[config.mk]
export PLATFORM = sky130hd
export DESIGN_NAME = eifm_top
export DESIGN_NICKNAME = d
export VERILOG_FILES = /design/src/rtl/eifm_pkg.sv /design/src/rtl/eifm_sync.sv /design/src/rtl/eifm_chan.sv /design/src/rtl/eifm_top.sv
export SDC_FILE = /design/constraint.sdc
export NUM_CORES = 1
export LEC_CHECK = 0
export ABC_AREA = 1
export BUFFER_PORTS_ARGS = -buffer_cell sky130_fd_sc_hd__buf_2
export CORE_MARGIN = 2
export CORE_UTILIZATION = 55
export CTS_BUF_LIST = sky130_fd_sc_hd__clkbuf_8
export CTS_CLUSTER_SIZE = 24
export DETAILED_ROUTE_END_ITERATION = 12
export GPL_ROUTABILITY_DRIVEN = 0
export PLACE_DENSITY = 0.75
export SYNTH_ARGS = -nofsm -noshare
export SYNTH_HDL_FRONTEND = slang
export SYNTH_HIERARCHICAL = 1
export SYNTH_SLANG_ARGS = --single-unit
[constraint.sdc]
create_clock -name REF_CLK_I -period 2.4 [get_ports REF_CLK_I]
set_clock_uncertainty 0.15 [all_clocks]
set_input_delay 0.36 -clock REF_CLK_I [delete_from_list [all_inputs] [get_ports REF_CLK_I]]
set_output_delay 0.36 -clock REF_CLK_I [all_outputs]
set_load 0.01 [all_outputs]
[src/rtl/eifm_pkg.sv]
`default_nettype none

package eifm_pkg;

	// ----------------------------------------------------------------
	// Timing
	// ----------------------------------------------------------------
	localparam int CLK_PERIOD_NS = 10;
	localparam int DISC_TOL_NS   = 2000;
	localparam int DISC_TOL_CYC  = (DISC_TOL_NS + CLK_PERIOD_NS - 1)
		/ CLK_PERIOD_NS;
	localparam int MIN_PHASE_NS  = 200;
	localparam int MIN_PHASE_CYC = (MIN_PHASE_NS + CLK_PERIOD_NS - 1)
		/ CLK_PERIOD_NS;
	localparam int FREQ_WIN_NS   = 1000000;
	localparam int FREQ_WIN_CYC  = FREQ_WIN_NS / CLK_PERIOD_NS;
	localparam int FREQ_TOL_EDGES = 2;
	localparam int STUCK_EDGES   = 16;

	// ----------------------------------------------------------------
	// Widths
	// ----------------------------------------------------------------
	localparam int CNT_W  = 16;
	localparam int WIN_W  = 20;
	localparam int EDGE_W = 8;
	localparam int STK_W  = 8;
	localparam int NUM_IN = 4;

	// ----------------------------------------------------------------
	// Fault flag positions
	// ----------------------------------------------------------------
	localparam int FL_DIR1    = 0;
	localparam int FL_DIR2    = 1;
	localparam int FL_A1N_IN2 = 2;
	localparam int FL_A1N_IN3 = 3;
	localparam int FL_SEN2_A  = 4;
	localparam int FL_B       = 5;
	localparam int FL_FREQ1   = 6;
	localparam int FL_FREQ2   = 7;
	localparam int FL_PHASE1  = 8;
	localparam int FL_PHASE2  = 9;
	localparam int NUM_FLAGS  = 10;

	// Stuck-at cause byte: bit 2*i high, bit 2*i+1 low for input i
	localparam int STUCK_HI_OFS = 0;
	localparam int STUCK_LO_OFS = 1;

	// ----------------------------------------------------------------
	// Error codes, index = flag position
	// ----------------------------------------------------------------
	localparam logic [NUM_FLAGS-1:0][31:0] FLAG_CODE = {
		32'h23100222, 32'h23100221, 32'h23100242, 32'h23100241,
		32'h23100238, 32'h23100234, 32'h23100232, 32'h23100231,
		32'h23100205, 32'h23100204};
	localparam logic [23:0] CODE_STUCK_BASE = 24'h231003;
	localparam logic [31:0] CODE_NONE       = 32'h00000000;

	// ----------------------------------------------------------------
	// Reset values
	// ----------------------------------------------------------------
	localparam logic [CNT_W-1:0] SINCE_RST = 16'hFFFF;
	localparam logic [3:0]       REL_RST   = 4'h0;

	typedef enum logic [1:0] {
		LAY_AB_ANTI,
		LAY_TWO_A_ANTI,
		LAY_TWO_AB,
		LAY_NONE
	} eifm_layout_e;

endpackage

`default_nettype wire

[src/rtl/eifm_sync.sv]
`timescale 1ns/1ns
`default_nettype none

module eifm_sync
	import eifm_pkg::*;
(
	// Clock and reset
	input  wire logic clk_i,
	input  wire logic rst_n_i,
	// Pin and filtered level
	input  wire logic pin_i,
	output logic      level_o
);

	typedef struct packed {
		logic ff1;
		logic ff2;
		logic ff3;
		logic level;
	} eifm_sync_s;

	eifm_sync_s st_r;
	eifm_sync_s st_nxt;

	always_comb
	begin
		st_nxt     = st_r;
		st_nxt.ff1 = pin_i;
		st_nxt.ff2 = st_r.ff1;
		st_nxt.ff3 = st_r.ff2;
		// Change counts once stages two and three agree
		if (st_r.ff2 == st_r.ff3)
		begin
			st_nxt.level = st_r.ff3;
		end
	end

	always_ff @(posedge clk_i or negedge rst_n_i)
	begin
		if (!rst_n_i)
		begin
			st_r <= '0;
		end
		else
		begin
			st_r <= st_nxt;
		end
	end

	assign level_o = st_r.level;

endmodule // eifm_sync

`default_nettype wire

[src/rtl/eifm_chan.sv]
`timescale 1ns/1ns
`default_nettype none

module eifm_chan
	import eifm_pkg::*;
#(
	parameter logic [EDGE_W-1:0] STUCK_LIMIT = EDGE_W'(STUCK_EDGES)
)
(
	// Clock and reset
	input  wire logic clk_i,
	input  wire logic rst_n_i,
	// Own track and partner activity
	input  wire logic level_i,
	input  wire logic edge_i,
	input  wire logic partner_edge_i,
	// Stuck indications
	output logic      stuck_hi_o,
	output logic      stuck_lo_o
);

	typedef struct packed {
		logic [EDGE_W-1:0] cnt;
	} eifm_chan_s;

	eifm_chan_s st_r;
	eifm_chan_s st_nxt;
	logic       dead;

	// Partner edges seen while this track stays still
	always_comb
	begin
		st_nxt = st_r;
		if (edge_i)
		begin
			st_nxt.cnt = '0;
		end
		else if (partner_edge_i && st_r.cnt != STUCK_LIMIT)
		begin
			st_nxt.cnt = st_r.cnt + EDGE_W'(1);
		end
	end

	always_ff @(posedge clk_i or negedge rst_n_i)
	begin
		if (!rst_n_i)
		begin
			st_r <= '0;
		end
		else
		begin
			st_r <= st_nxt;
		end
	end

	assign dead       = (st_r.cnt == STUCK_LIMIT);
	assign stuck_hi_o = dead & level_i;
	assign stuck_lo_o = dead & ~level_i;

endmodule // eifm_chan

`default_nettype wire

[src/rtl/eifm_top.sv]
// What this block does
// - Sensor one A equal to its complement on second input: 23100231.
// - Sensor one A equal to its complement on third input: 23100232.
// - Sensor two A against its complement mismatch raises 23100234.
// - B against B/ mismatch raises code 23100238.
// - True and complementary direction differ: 23100204 sensor one, 205 two.
// - A and B edge counts differ: 23100241 sensor one, 242 two.
// - Stuck faults report 231003xx, low byte a cause mask, bits combine.
// - Cause bit 0 first input stuck high, bit 1 stuck low.
// - Cause bit 2 second input stuck high, bit 3 stuck low.
// - Cause bit 4 third input stuck high, bit 5 stuck low.
// - Cause bit 6 fourth input stuck high, bit 7 stuck low.
// - Pulses on one track while partner track is still means stuck.
// - Ground short reads stuck low; push-pull cable break reads stuck.
// - Short to 24 V reads stuck high on that input.
// - A/B phase shift too small: 23100221 sensor one, 222 two.
// - Combined A/B signal losing edges also raises the phase fault.
// - Collective fault output is high while any fault is active.
// - Any fault forces every release output inactive.
`timescale 1ns/1ns
`default_nettype none

module eifm_top
	import eifm_pkg::*;
#(
	parameter int DISC_TOL  = DISC_TOL_CYC,
	parameter int MIN_PHASE = MIN_PHASE_CYC,
	parameter int FREQ_WIN  = FREQ_WIN_CYC,
	parameter int FREQ_TOL  = FREQ_TOL_EDGES
)
(
	// Clock and reset
	input  wire logic                 REF_CLK_I,
	input  wire logic                 RESET_N_I,
	// Sensor pins
	input  wire logic                 FIRST_SENSOR_INPUT_I,
	input  wire logic                 SECOND_SENSOR_INPUT_I,
	input  wire logic                 THIRD_SENSOR_INPUT_I,
	input  wire logic                 FOURTH_SENSOR_INPUT_I,
	// Configuration and control
	input  wire logic [1:0]           CFG_LAYOUT_I,
	input  wire logic                 FAULT_CLR_I,
	input  wire logic [3:0]           RELEASE_REQ_I,
	// Fault reporting
	output logic      [31:0]          ERROR_CODE_O,
	output logic                      FAULT_O,
	output logic      [NUM_FLAGS-1:0] FAULT_FLAGS_O,
	output logic      [STK_W-1:0]     STUCK_CAUSE_O,
	// Release
	output logic      [3:0]           RELEASE_O
);

	// ----------------------------------------------------------------
	// State
	// ----------------------------------------------------------------
	typedef struct packed {
		logic [NUM_IN-1:0]          prev;
		logic [2:0][CNT_W-1:0]      pers;
		logic                       dir_t;
		logic                       dir_c;
		logic [1:0][CNT_W-1:0]      since_a;
		logic [1:0][CNT_W-1:0]      since_b;
		logic [WIN_W-1:0]           win;
		logic [1:0][EDGE_W-1:0]     cnt_a;
		logic [1:0][EDGE_W-1:0]     cnt_b;
		logic [NUM_FLAGS-1:0]       flags;
		logic [STK_W-1:0]           stuck;
		logic [31:0]                code;
		logic                       fault;
		logic [3:0]                 rel;
	} eifm_top_s;

	localparam logic [CNT_W-1:0] TOL_M1   = CNT_W'(DISC_TOL - 1);
	localparam logic [CNT_W-1:0] MINPH    = CNT_W'(MIN_PHASE);
	localparam logic [WIN_W-1:0] WIN_M1   = WIN_W'(FREQ_WIN - 1);
	localparam logic [EDGE_W:0]  FTOL     = (EDGE_W+1)'(FREQ_TOL);
	localparam logic [EDGE_W-1:0] EDGE_MX = '1;

	eifm_top_s         st_r;
	eifm_top_s         st_nxt;
	logic [NUM_IN-1:0] pin;
	logic [NUM_IN-1:0] lvl;
	logic [NUM_IN-1:0] edg;
	logic [NUM_IN-1:0] stk_hi;
	logic [NUM_IN-1:0] stk_lo;
	logic [2:0]        mis;
	logic [NUM_FLAGS-1:0] ev;
	logic [STK_W-1:0]  sev;
	logic [1:0]        sen_en;
	logic              t_a;
	logic              t_b;
	logic              c_a;
	logic              c_b;
	logic              t_ea;
	logic              c_ea;
	logic [EDGE_W:0]   diff;
	eifm_layout_e      lay;

	assign pin = {FOURTH_SENSOR_INPUT_I, THIRD_SENSOR_INPUT_I,
		SECOND_SENSOR_INPUT_I, FIRST_SENSOR_INPUT_I};

	// ----------------------------------------------------------------
	// Input synchronisers and stuck-at monitors
	// ----------------------------------------------------------------
	genvar gi;
	generate
		for (gi = 0; gi < NUM_IN; gi++)
		begin : g_in
			eifm_sync eifm_sync_i (
				.clk_i   (REF_CLK_I),
				.rst_n_i (RESET_N_I),
				.pin_i   (pin[gi]),
				.level_o (lvl[gi])
			);
			eifm_chan eifm_chan_i (
				.clk_i          (REF_CLK_I),
				.rst_n_i        (RESET_N_I),
				.level_i        (lvl[gi]),
				.edge_i         (edg[gi]),
				.partner_edge_i (edg[gi ^ 2]),
				.stuck_hi_o     (stk_hi[gi]),
				.stuck_lo_o     (stk_lo[gi])
			);
		end
	endgenerate

	assign edg = lvl ^ st_r.prev;

	// ----------------------------------------------------------------
	// Next state
	// ----------------------------------------------------------------
	always_comb
	begin
		st_nxt      = st_r;
		ev          = '0;
		sev         = '0;
		mis         = '0;
		sen_en      = '0;
		diff        = '0;
		lay         = eifm_layout_e'(CFG_LAYOUT_I);
		t_a         = lvl[0];
		t_b         = lvl[2];
		c_a         = lvl[1];
		c_b         = lvl[3];
		t_ea        = edg[0];
		c_ea        = edg[1];
		st_nxt.prev = lvl;

		// Pairing of inputs for each wiring layout
		case (lay)
			LAY_AB_ANTI:
			begin
				mis[0] = (lvl[0] == lvl[1]);
				mis[1] = (lvl[2] == lvl[3]);
				mis[2] = (st_r.dir_t != st_r.dir_c);
				sen_en = 2'b01;
			end
			LAY_TWO_A_ANTI:
			begin
				mis[0] = (lvl[0] == lvl[2]);
				mis[1] = (lvl[1] == lvl[3]);
				mis[2] = (st_r.dir_t != st_r.dir_c);
				t_b    = lvl[1];
				c_a    = lvl[2];
				c_ea   = edg[2];
			end
			LAY_TWO_AB:
			begin
				sen_en = 2'b11;
			end
			default:
			begin
				sen_en = 2'b00;
			end
		endcase

		// Direction latched on each A edge of true and inverted pairs
		if (t_ea)
		begin
			st_nxt.dir_t = t_a ^ t_b;
		end
		if (c_ea)
		begin
			st_nxt.dir_c = c_a ^ c_b;
		end

		// Mismatch must persist for the tolerance before it counts
		for (int k = 0; k < 3; k++)
		begin
			if (!mis[k])
			begin
				st_nxt.pers[k] = '0;
			end
			else if (st_r.pers[k] != TOL_M1)
			begin
				st_nxt.pers[k] = st_r.pers[k] + CNT_W'(1);
			end
		end
		if (mis[0] && st_r.pers[0] == TOL_M1)
		begin
			if (lay == LAY_AB_ANTI)
				ev[FL_A1N_IN2] = 1'b1;
			else
				ev[FL_A1N_IN3] = 1'b1;
		end
		if (mis[1] && st_r.pers[1] == TOL_M1)
		begin
			if (lay == LAY_AB_ANTI)
				ev[FL_B] = 1'b1;
			else
				ev[FL_SEN2_A] = 1'b1;
		end
		if (mis[2] && st_r.pers[2] == TOL_M1)
		begin
			if (lay == LAY_AB_ANTI)
				ev[FL_DIR1] = 1'b1;
			else
				ev[FL_DIR2] = 1'b1;
		end

		// Phase and frequency per A/B sensor: A on input s, B on s+2
		st_nxt.win = (st_r.win == WIN_M1) ? '0 : st_r.win + WIN_W'(1);
		for (int s = 0; s < 2; s++)
		begin
			st_nxt.since_a[s] = edg[s] ? '0 :
				(st_r.since_a[s] == SINCE_RST ? st_r.since_a[s]
				: st_r.since_a[s] + CNT_W'(1));
			st_nxt.since_b[s] = edg[s+2] ? '0 :
				(st_r.since_b[s] == SINCE_RST ? st_r.since_b[s]
				: st_r.since_b[s] + CNT_W'(1));
			if (sen_en[s] && ((edg[s] && edg[s+2])
				|| (edg[s] && st_r.since_b[s] < MINPH)
				|| (edg[s+2] && st_r.since_a[s] < MINPH)))
			begin
				ev[FL_PHASE1 + s] = 1'b1;
			end
			if (edg[s] && st_r.cnt_a[s] != EDGE_MX)
			begin
				st_nxt.cnt_a[s] = st_r.cnt_a[s] + EDGE_W'(1);
			end
			if (edg[s+2] && st_r.cnt_b[s] != EDGE_MX)
			begin
				st_nxt.cnt_b[s] = st_r.cnt_b[s] + EDGE_W'(1);
			end
			if (st_r.win == WIN_M1)
			begin
				diff = (st_r.cnt_a[s] > st_r.cnt_b[s])
					? {1'b0, st_r.cnt_a[s]} - {1'b0, st_r.cnt_b[s]}
					: {1'b0, st_r.cnt_b[s]} - {1'b0, st_r.cnt_a[s]};
				if (sen_en[s] && diff > FTOL)
				begin
					ev[FL_FREQ1 + s] = 1'b1;
				end
				st_nxt.cnt_a[s] = '0;
				st_nxt.cnt_b[s] = '0;
			end
		end

		// Stuck-at cause mask, several bits may stand together
		for (int i = 0; i < NUM_IN; i++)
		begin
			sev[2*i + STUCK_HI_OFS] = stk_hi[i];
			sev[2*i + STUCK_LO_OFS] = stk_lo[i];
		end

		// Sticky faults; a new event wins over a clear in the same cycle
		st_nxt.flags = (FAULT_CLR_I ? '0 : st_r.flags) | ev;
		st_nxt.stuck = (FAULT_CLR_I ? '0 : st_r.stuck) | sev;

		// Reported code: stuck first, then lowest flag position
		st_nxt.code = CODE_NONE;
		for (int f = NUM_FLAGS - 1; f >= 0; f--)
		begin
			if (st_nxt.flags[f])
			begin
				st_nxt.code = FLAG_CODE[f];
			end
		end
		if (st_nxt.stuck != '0)
		begin
			st_nxt.code = {CODE_STUCK_BASE, st_nxt.stuck};
		end

		st_nxt.fault = (st_nxt.flags != '0) || (st_nxt.stuck != '0);
		st_nxt.rel   = RELEASE_REQ_I & {4{~st_nxt.fault}};
	end

	// ----------------------------------------------------------------
	// Registers
	// ----------------------------------------------------------------
	always_ff @(posedge REF_CLK_I or negedge RESET_N_I)
	begin
		if (!RESET_N_I)
		begin
			st_r         <= '0;
			st_r.since_a <= {2{SINCE_RST}};
			st_r.since_b <= {2{SINCE_RST}};
			st_r.code    <= CODE_NONE;
			st_r.rel     <= REL_RST;
		end
		else
		begin
			st_r <= st_nxt;
		end
	end

	assign ERROR_CODE_O  = st_r.code;
	assign FAULT_O       = st_r.fault;
	assign FAULT_FLAGS_O = st_r.flags;
	assign STUCK_CAUSE_O = st_r.stuck;
	assign RELEASE_O     = st_r.rel;

endmodule // eifm_top

`default_nettype wire

==> run summary <==
Worst EP required: 2740 ps
Most common cell in the netlist: nand2_1
XOR/XNOR share of the synthesized area: 1.99%
Min Tclk post-route: 2550 ps
Design area: 0.0184 mm^2
Hold_sp: CFG_LAYOUT_I[1]
Synth area leader: dfrtp_1
Detailed Place HPWL: 26,000 um
CTS tree: done
Net Switching: 6.63 mW
Critical path type: register to register
Int Power: 10.2 mW
CTS clk-pin slew, worst paths: 60 ps
Drt pass-1 iters: 6
Cell area after synthesis: 0.0153 mm^2
Top Ports: 68
Worst Tran Pin Value: 655 ps
Most used DFF post-synth: dfrtp_1
Initial antenna violation count: 0
Clk sink count: 251
Overall power: 16.9 mW
Area of the multi-input gates: 0.00767 mm^2
Post-synth ARST share: 100%
Area growth from synthesis to layout: 20.6%
Largest net degree at the start of global routing: 57
Core area: 0.0271 mm^2
Filler cells: 2,168
Hold Fails Final Rpt: 0
Worst setup SP type: register
Status: finished with violations
Post-synth EDFFs: 0
Flop pwr share: 29.8%
Crit-path most repeated cell: nor2_1
Combinational share of power: 46.4%
Pwr Density: 915 mW/mm^2
Post-synthesis sequential area ratio: 41.7%
Vias/cell: 5.27
First-pass GRT wire length: 59,700 um
Worst hold path endpoint: st_r[218]
Max-slew headroom: 55.9%
Post-synthesis cell count: 2,015
Register area: 0.00636 mm^2
Nets: 2,313
GR Overflow Total: 0
Clock latency on the worst-skew pair: 560 ps
Layout cells sized above 1: 22.7%
Clock Root Buffer: clkbuf_8
Initial core utilization: 56.3%
All-layer global routing usage: 24.5%
CP max-delay cell: fa_2
Synth cell count leaders: 380 x nand2_1, 323 x inv_1, 211 x nor2_1, 187 x dfrtp_1, 182 x nand3_1
Final setup viols: 11
Highest clock rate: 0.393 GHz
Max stage delay on crit path: 420 ps
Die Width: 171 um
Largest family of logic cells by synthesized area: simple AND/OR/NAND/NOR gates
Final worst slack: -145 ps
Worst R2R Setup Slack: -150 ps
Worst Path Arrival: 2890 ps
Switching Fraction: 39.3%
Setup repair after global routing missed its margin: true
Worst hold path class: primary input to register
Final ANT Viol Nets: 0
Clk network pwr share: 23.8%
Port buffer count: 49
DRC Markers: 0
Slew Viols, Final: 0
Failing checks: negative setup slack
Share of the synthesized area in the top cell type: 30.7%
Die ar.: 0.0291 mm^2
Die Y: 171 um
R2R Path Start: st_r[63]
Max VDD drop: 0.000632 V
Diode count: 0
Synthesized area per cell: 7.58 um^2
Netlist cell types: 59
Post-synthesis adder-cell area fraction: 4.79%
Crit. End Element: register
Total CTS buffers: 45
Starting DRT DRC Count: 1,014
Longest Clk Path Bufs: 3
WHS Path Cells: 4
Register bit total from synthesis: 251
P_leak: 9.06 nW
Post-synthesis compound-gate area fraction: 10.2%
Mux share of post-synthesis cell area: 0%
Vias in the first global route: 13,263
Number of cell rows: 60
Per-cell routed wire length: 13.5 um
Post-synthesis simple-gate area fraction: 29.8%
Routed wire length: 35,800 um
Via count: 13,984
Period Utilization, post-route: 106%
Max_cap viols: 0
Worst R2R End: RELEASE_O[3]
Worst path cell trace: ha_2 -> inv_2 -> fa_2 -> inv_1 -> nor2_1 -> nor2_1 -> nand2_1 -> nor2_1 -> nand2_1 -> nor2_1 -> nand4_1 -> nand3_2 -> nand2_2 -> nor2_4 -> nand3_4 -> nor2_2
H-tree levels: 2
Yosys Warn Count: 6
Area contributors post-synth: dfrtp_1 31%, dfstp_2 11%, nand2_1 9.3%
Crit path max fanout: 5
Reg2reg path depth: 16
Cell Area, Placed: 0.0168 mm^2
-- metal layers --
layer	wire length, um	GRT usage [%]	part of all wire [%]	up-vias
li1	-	-	-	6978
met2	17400	42.3	49	367
met3	1590	3.24	4.4	81
met4	852	7.80	2.4	0
met5	0	0	0	-
met1	15900	31.9	44	6558
-- worst max path at each step --
stage | start | end | slack, ps | depth (start not counted)
after floorplan | st_r[79] | RELEASE_O[0] | 20 | 16
after detailed placement | st_r[79] | RELEASE_O[1] | -260 | 16
after global placement | st_r[63] | RELEASE_O[2] | -200 | 17
after global routing | st_r[74] | RELEASE_O[2] | -300 | 21
final | st_r[63] | RELEASE_O[3] | -150 | 16
after CTS | st_r[71] | RELEASE_O[2] | -120 | 16
-- what timing repair did --
action                                  CTS  global route
pin swaps                                14            36
hold buffers                             10             0
buffers inserted                          7            13
endpoints found under the setup margin   15            60
gates resized for setup                  37            80
endpoints found under the hold margin   127             0
-- state kept, by name, summed over array words and instances (netlist names) --
name / flops
st_r: 170
ERROR_CODE_O: 10
FAULT_O: 1
g_in.eifm_sync_i/st_nxt: 8
RELEASE_O: 4
FAULT_FLAGS_O: 10
g_in.eifm_sync_i/st_r: 4
g_in.eifm_sync_i/level_o: 4
g_in.eifm_chan_i/st_r: 32
STUCK_CAUSE_O: 8
-- power groups by stage --
stage / clock network, mW / logic, mW / registers (mW)
3_5_place_dp: 0 / 7.07 / 5.05
6_report: 4.01 / 7.82 / 5.02
2_1_floorplan: 0 / 4.63 / 5.08
4_1_cts: 4.10 / 7.45 / 5.01
5_1_grt: 4.32 / 8.82 / 5.06
3_3_place_gp: 0 / 6.89 / 5.03
-- cell type report --
class | instances | area share, %
clock buffers | 53 | 3.96
flip-flops and latches | 251 | 34.6
clock inverters | 30 | 0.999
multi-input cells | 1376 | 41.7
well taps | 372 | 2.53
inverters | 331 | 6.76
repair buffers | 239 | 9.52
-- critical path, delay by kind of cell (launching register included) --
family | cells | cell delay [ps]
simple gates | 12 | 1170
buf+inv | 2 | 120
fa+ha+maj | 2 | 620
flops | 1 | 410
-- layout by cell type, fill, tap and decap left out, types with 4 or more instances in the layout --
cell type        n
nand3_1        174
ha_1            39
nand4_1         36
inv_1          329
buf_2           48
o21a_1           8
dfrtp_1        185
xor2_1          25
nand2_4         11
nand3_4          4
o21ai_2          5
nor4_1          22
nor3b_1          5
nor2_2          27
dlygate4sd3_1   10
nor2_1         198
ha_4             9
a21oi_1        100
nand3_2         10
xnor2_1          4
o21ai_0         97
a21oi_2         12
a221oi_1         4
fa_2             4
buf_4          175
dfstp_2         64
or2_2            5
o21ai_1          5
nor3_1          80
conb_1          18
nand2_1        371
nand2_2         15
nor3_2          10
a31oi_1         17
clkbuf_8        53
ha_2             4
a211oi_1         9
nor2_4           6
inv_2           21
-- cells by family after synthesis --
group,count (synthesis)
XOR/XNOR,33
other,1
AND/OR/NAND/NOR,993
flip-flops,251
AO/OA/AOI/OAI,276
buffers and inverters,405
adder cells (fa/ha/maj),56
-- through the flow --
step	hold slack [ps]	setup TNS [ps]	cells	worst slack [ps]	utilization, %
2_1_floorplan	-85.6	0	2032	16.8	-
3_3_place_gp	173	-1470	2539	-196	61.9
3_5_place_dp	172	-2210	2539	-262	61.9
4_1_cts	58.9	-679	2639	-116	66.5
5_1_grt	112	-3500	2652	-303	67.9
6_report	96.1	-1100	2652	-145	67.9
No activity file was read; power rests on OpenSTA's default activity.
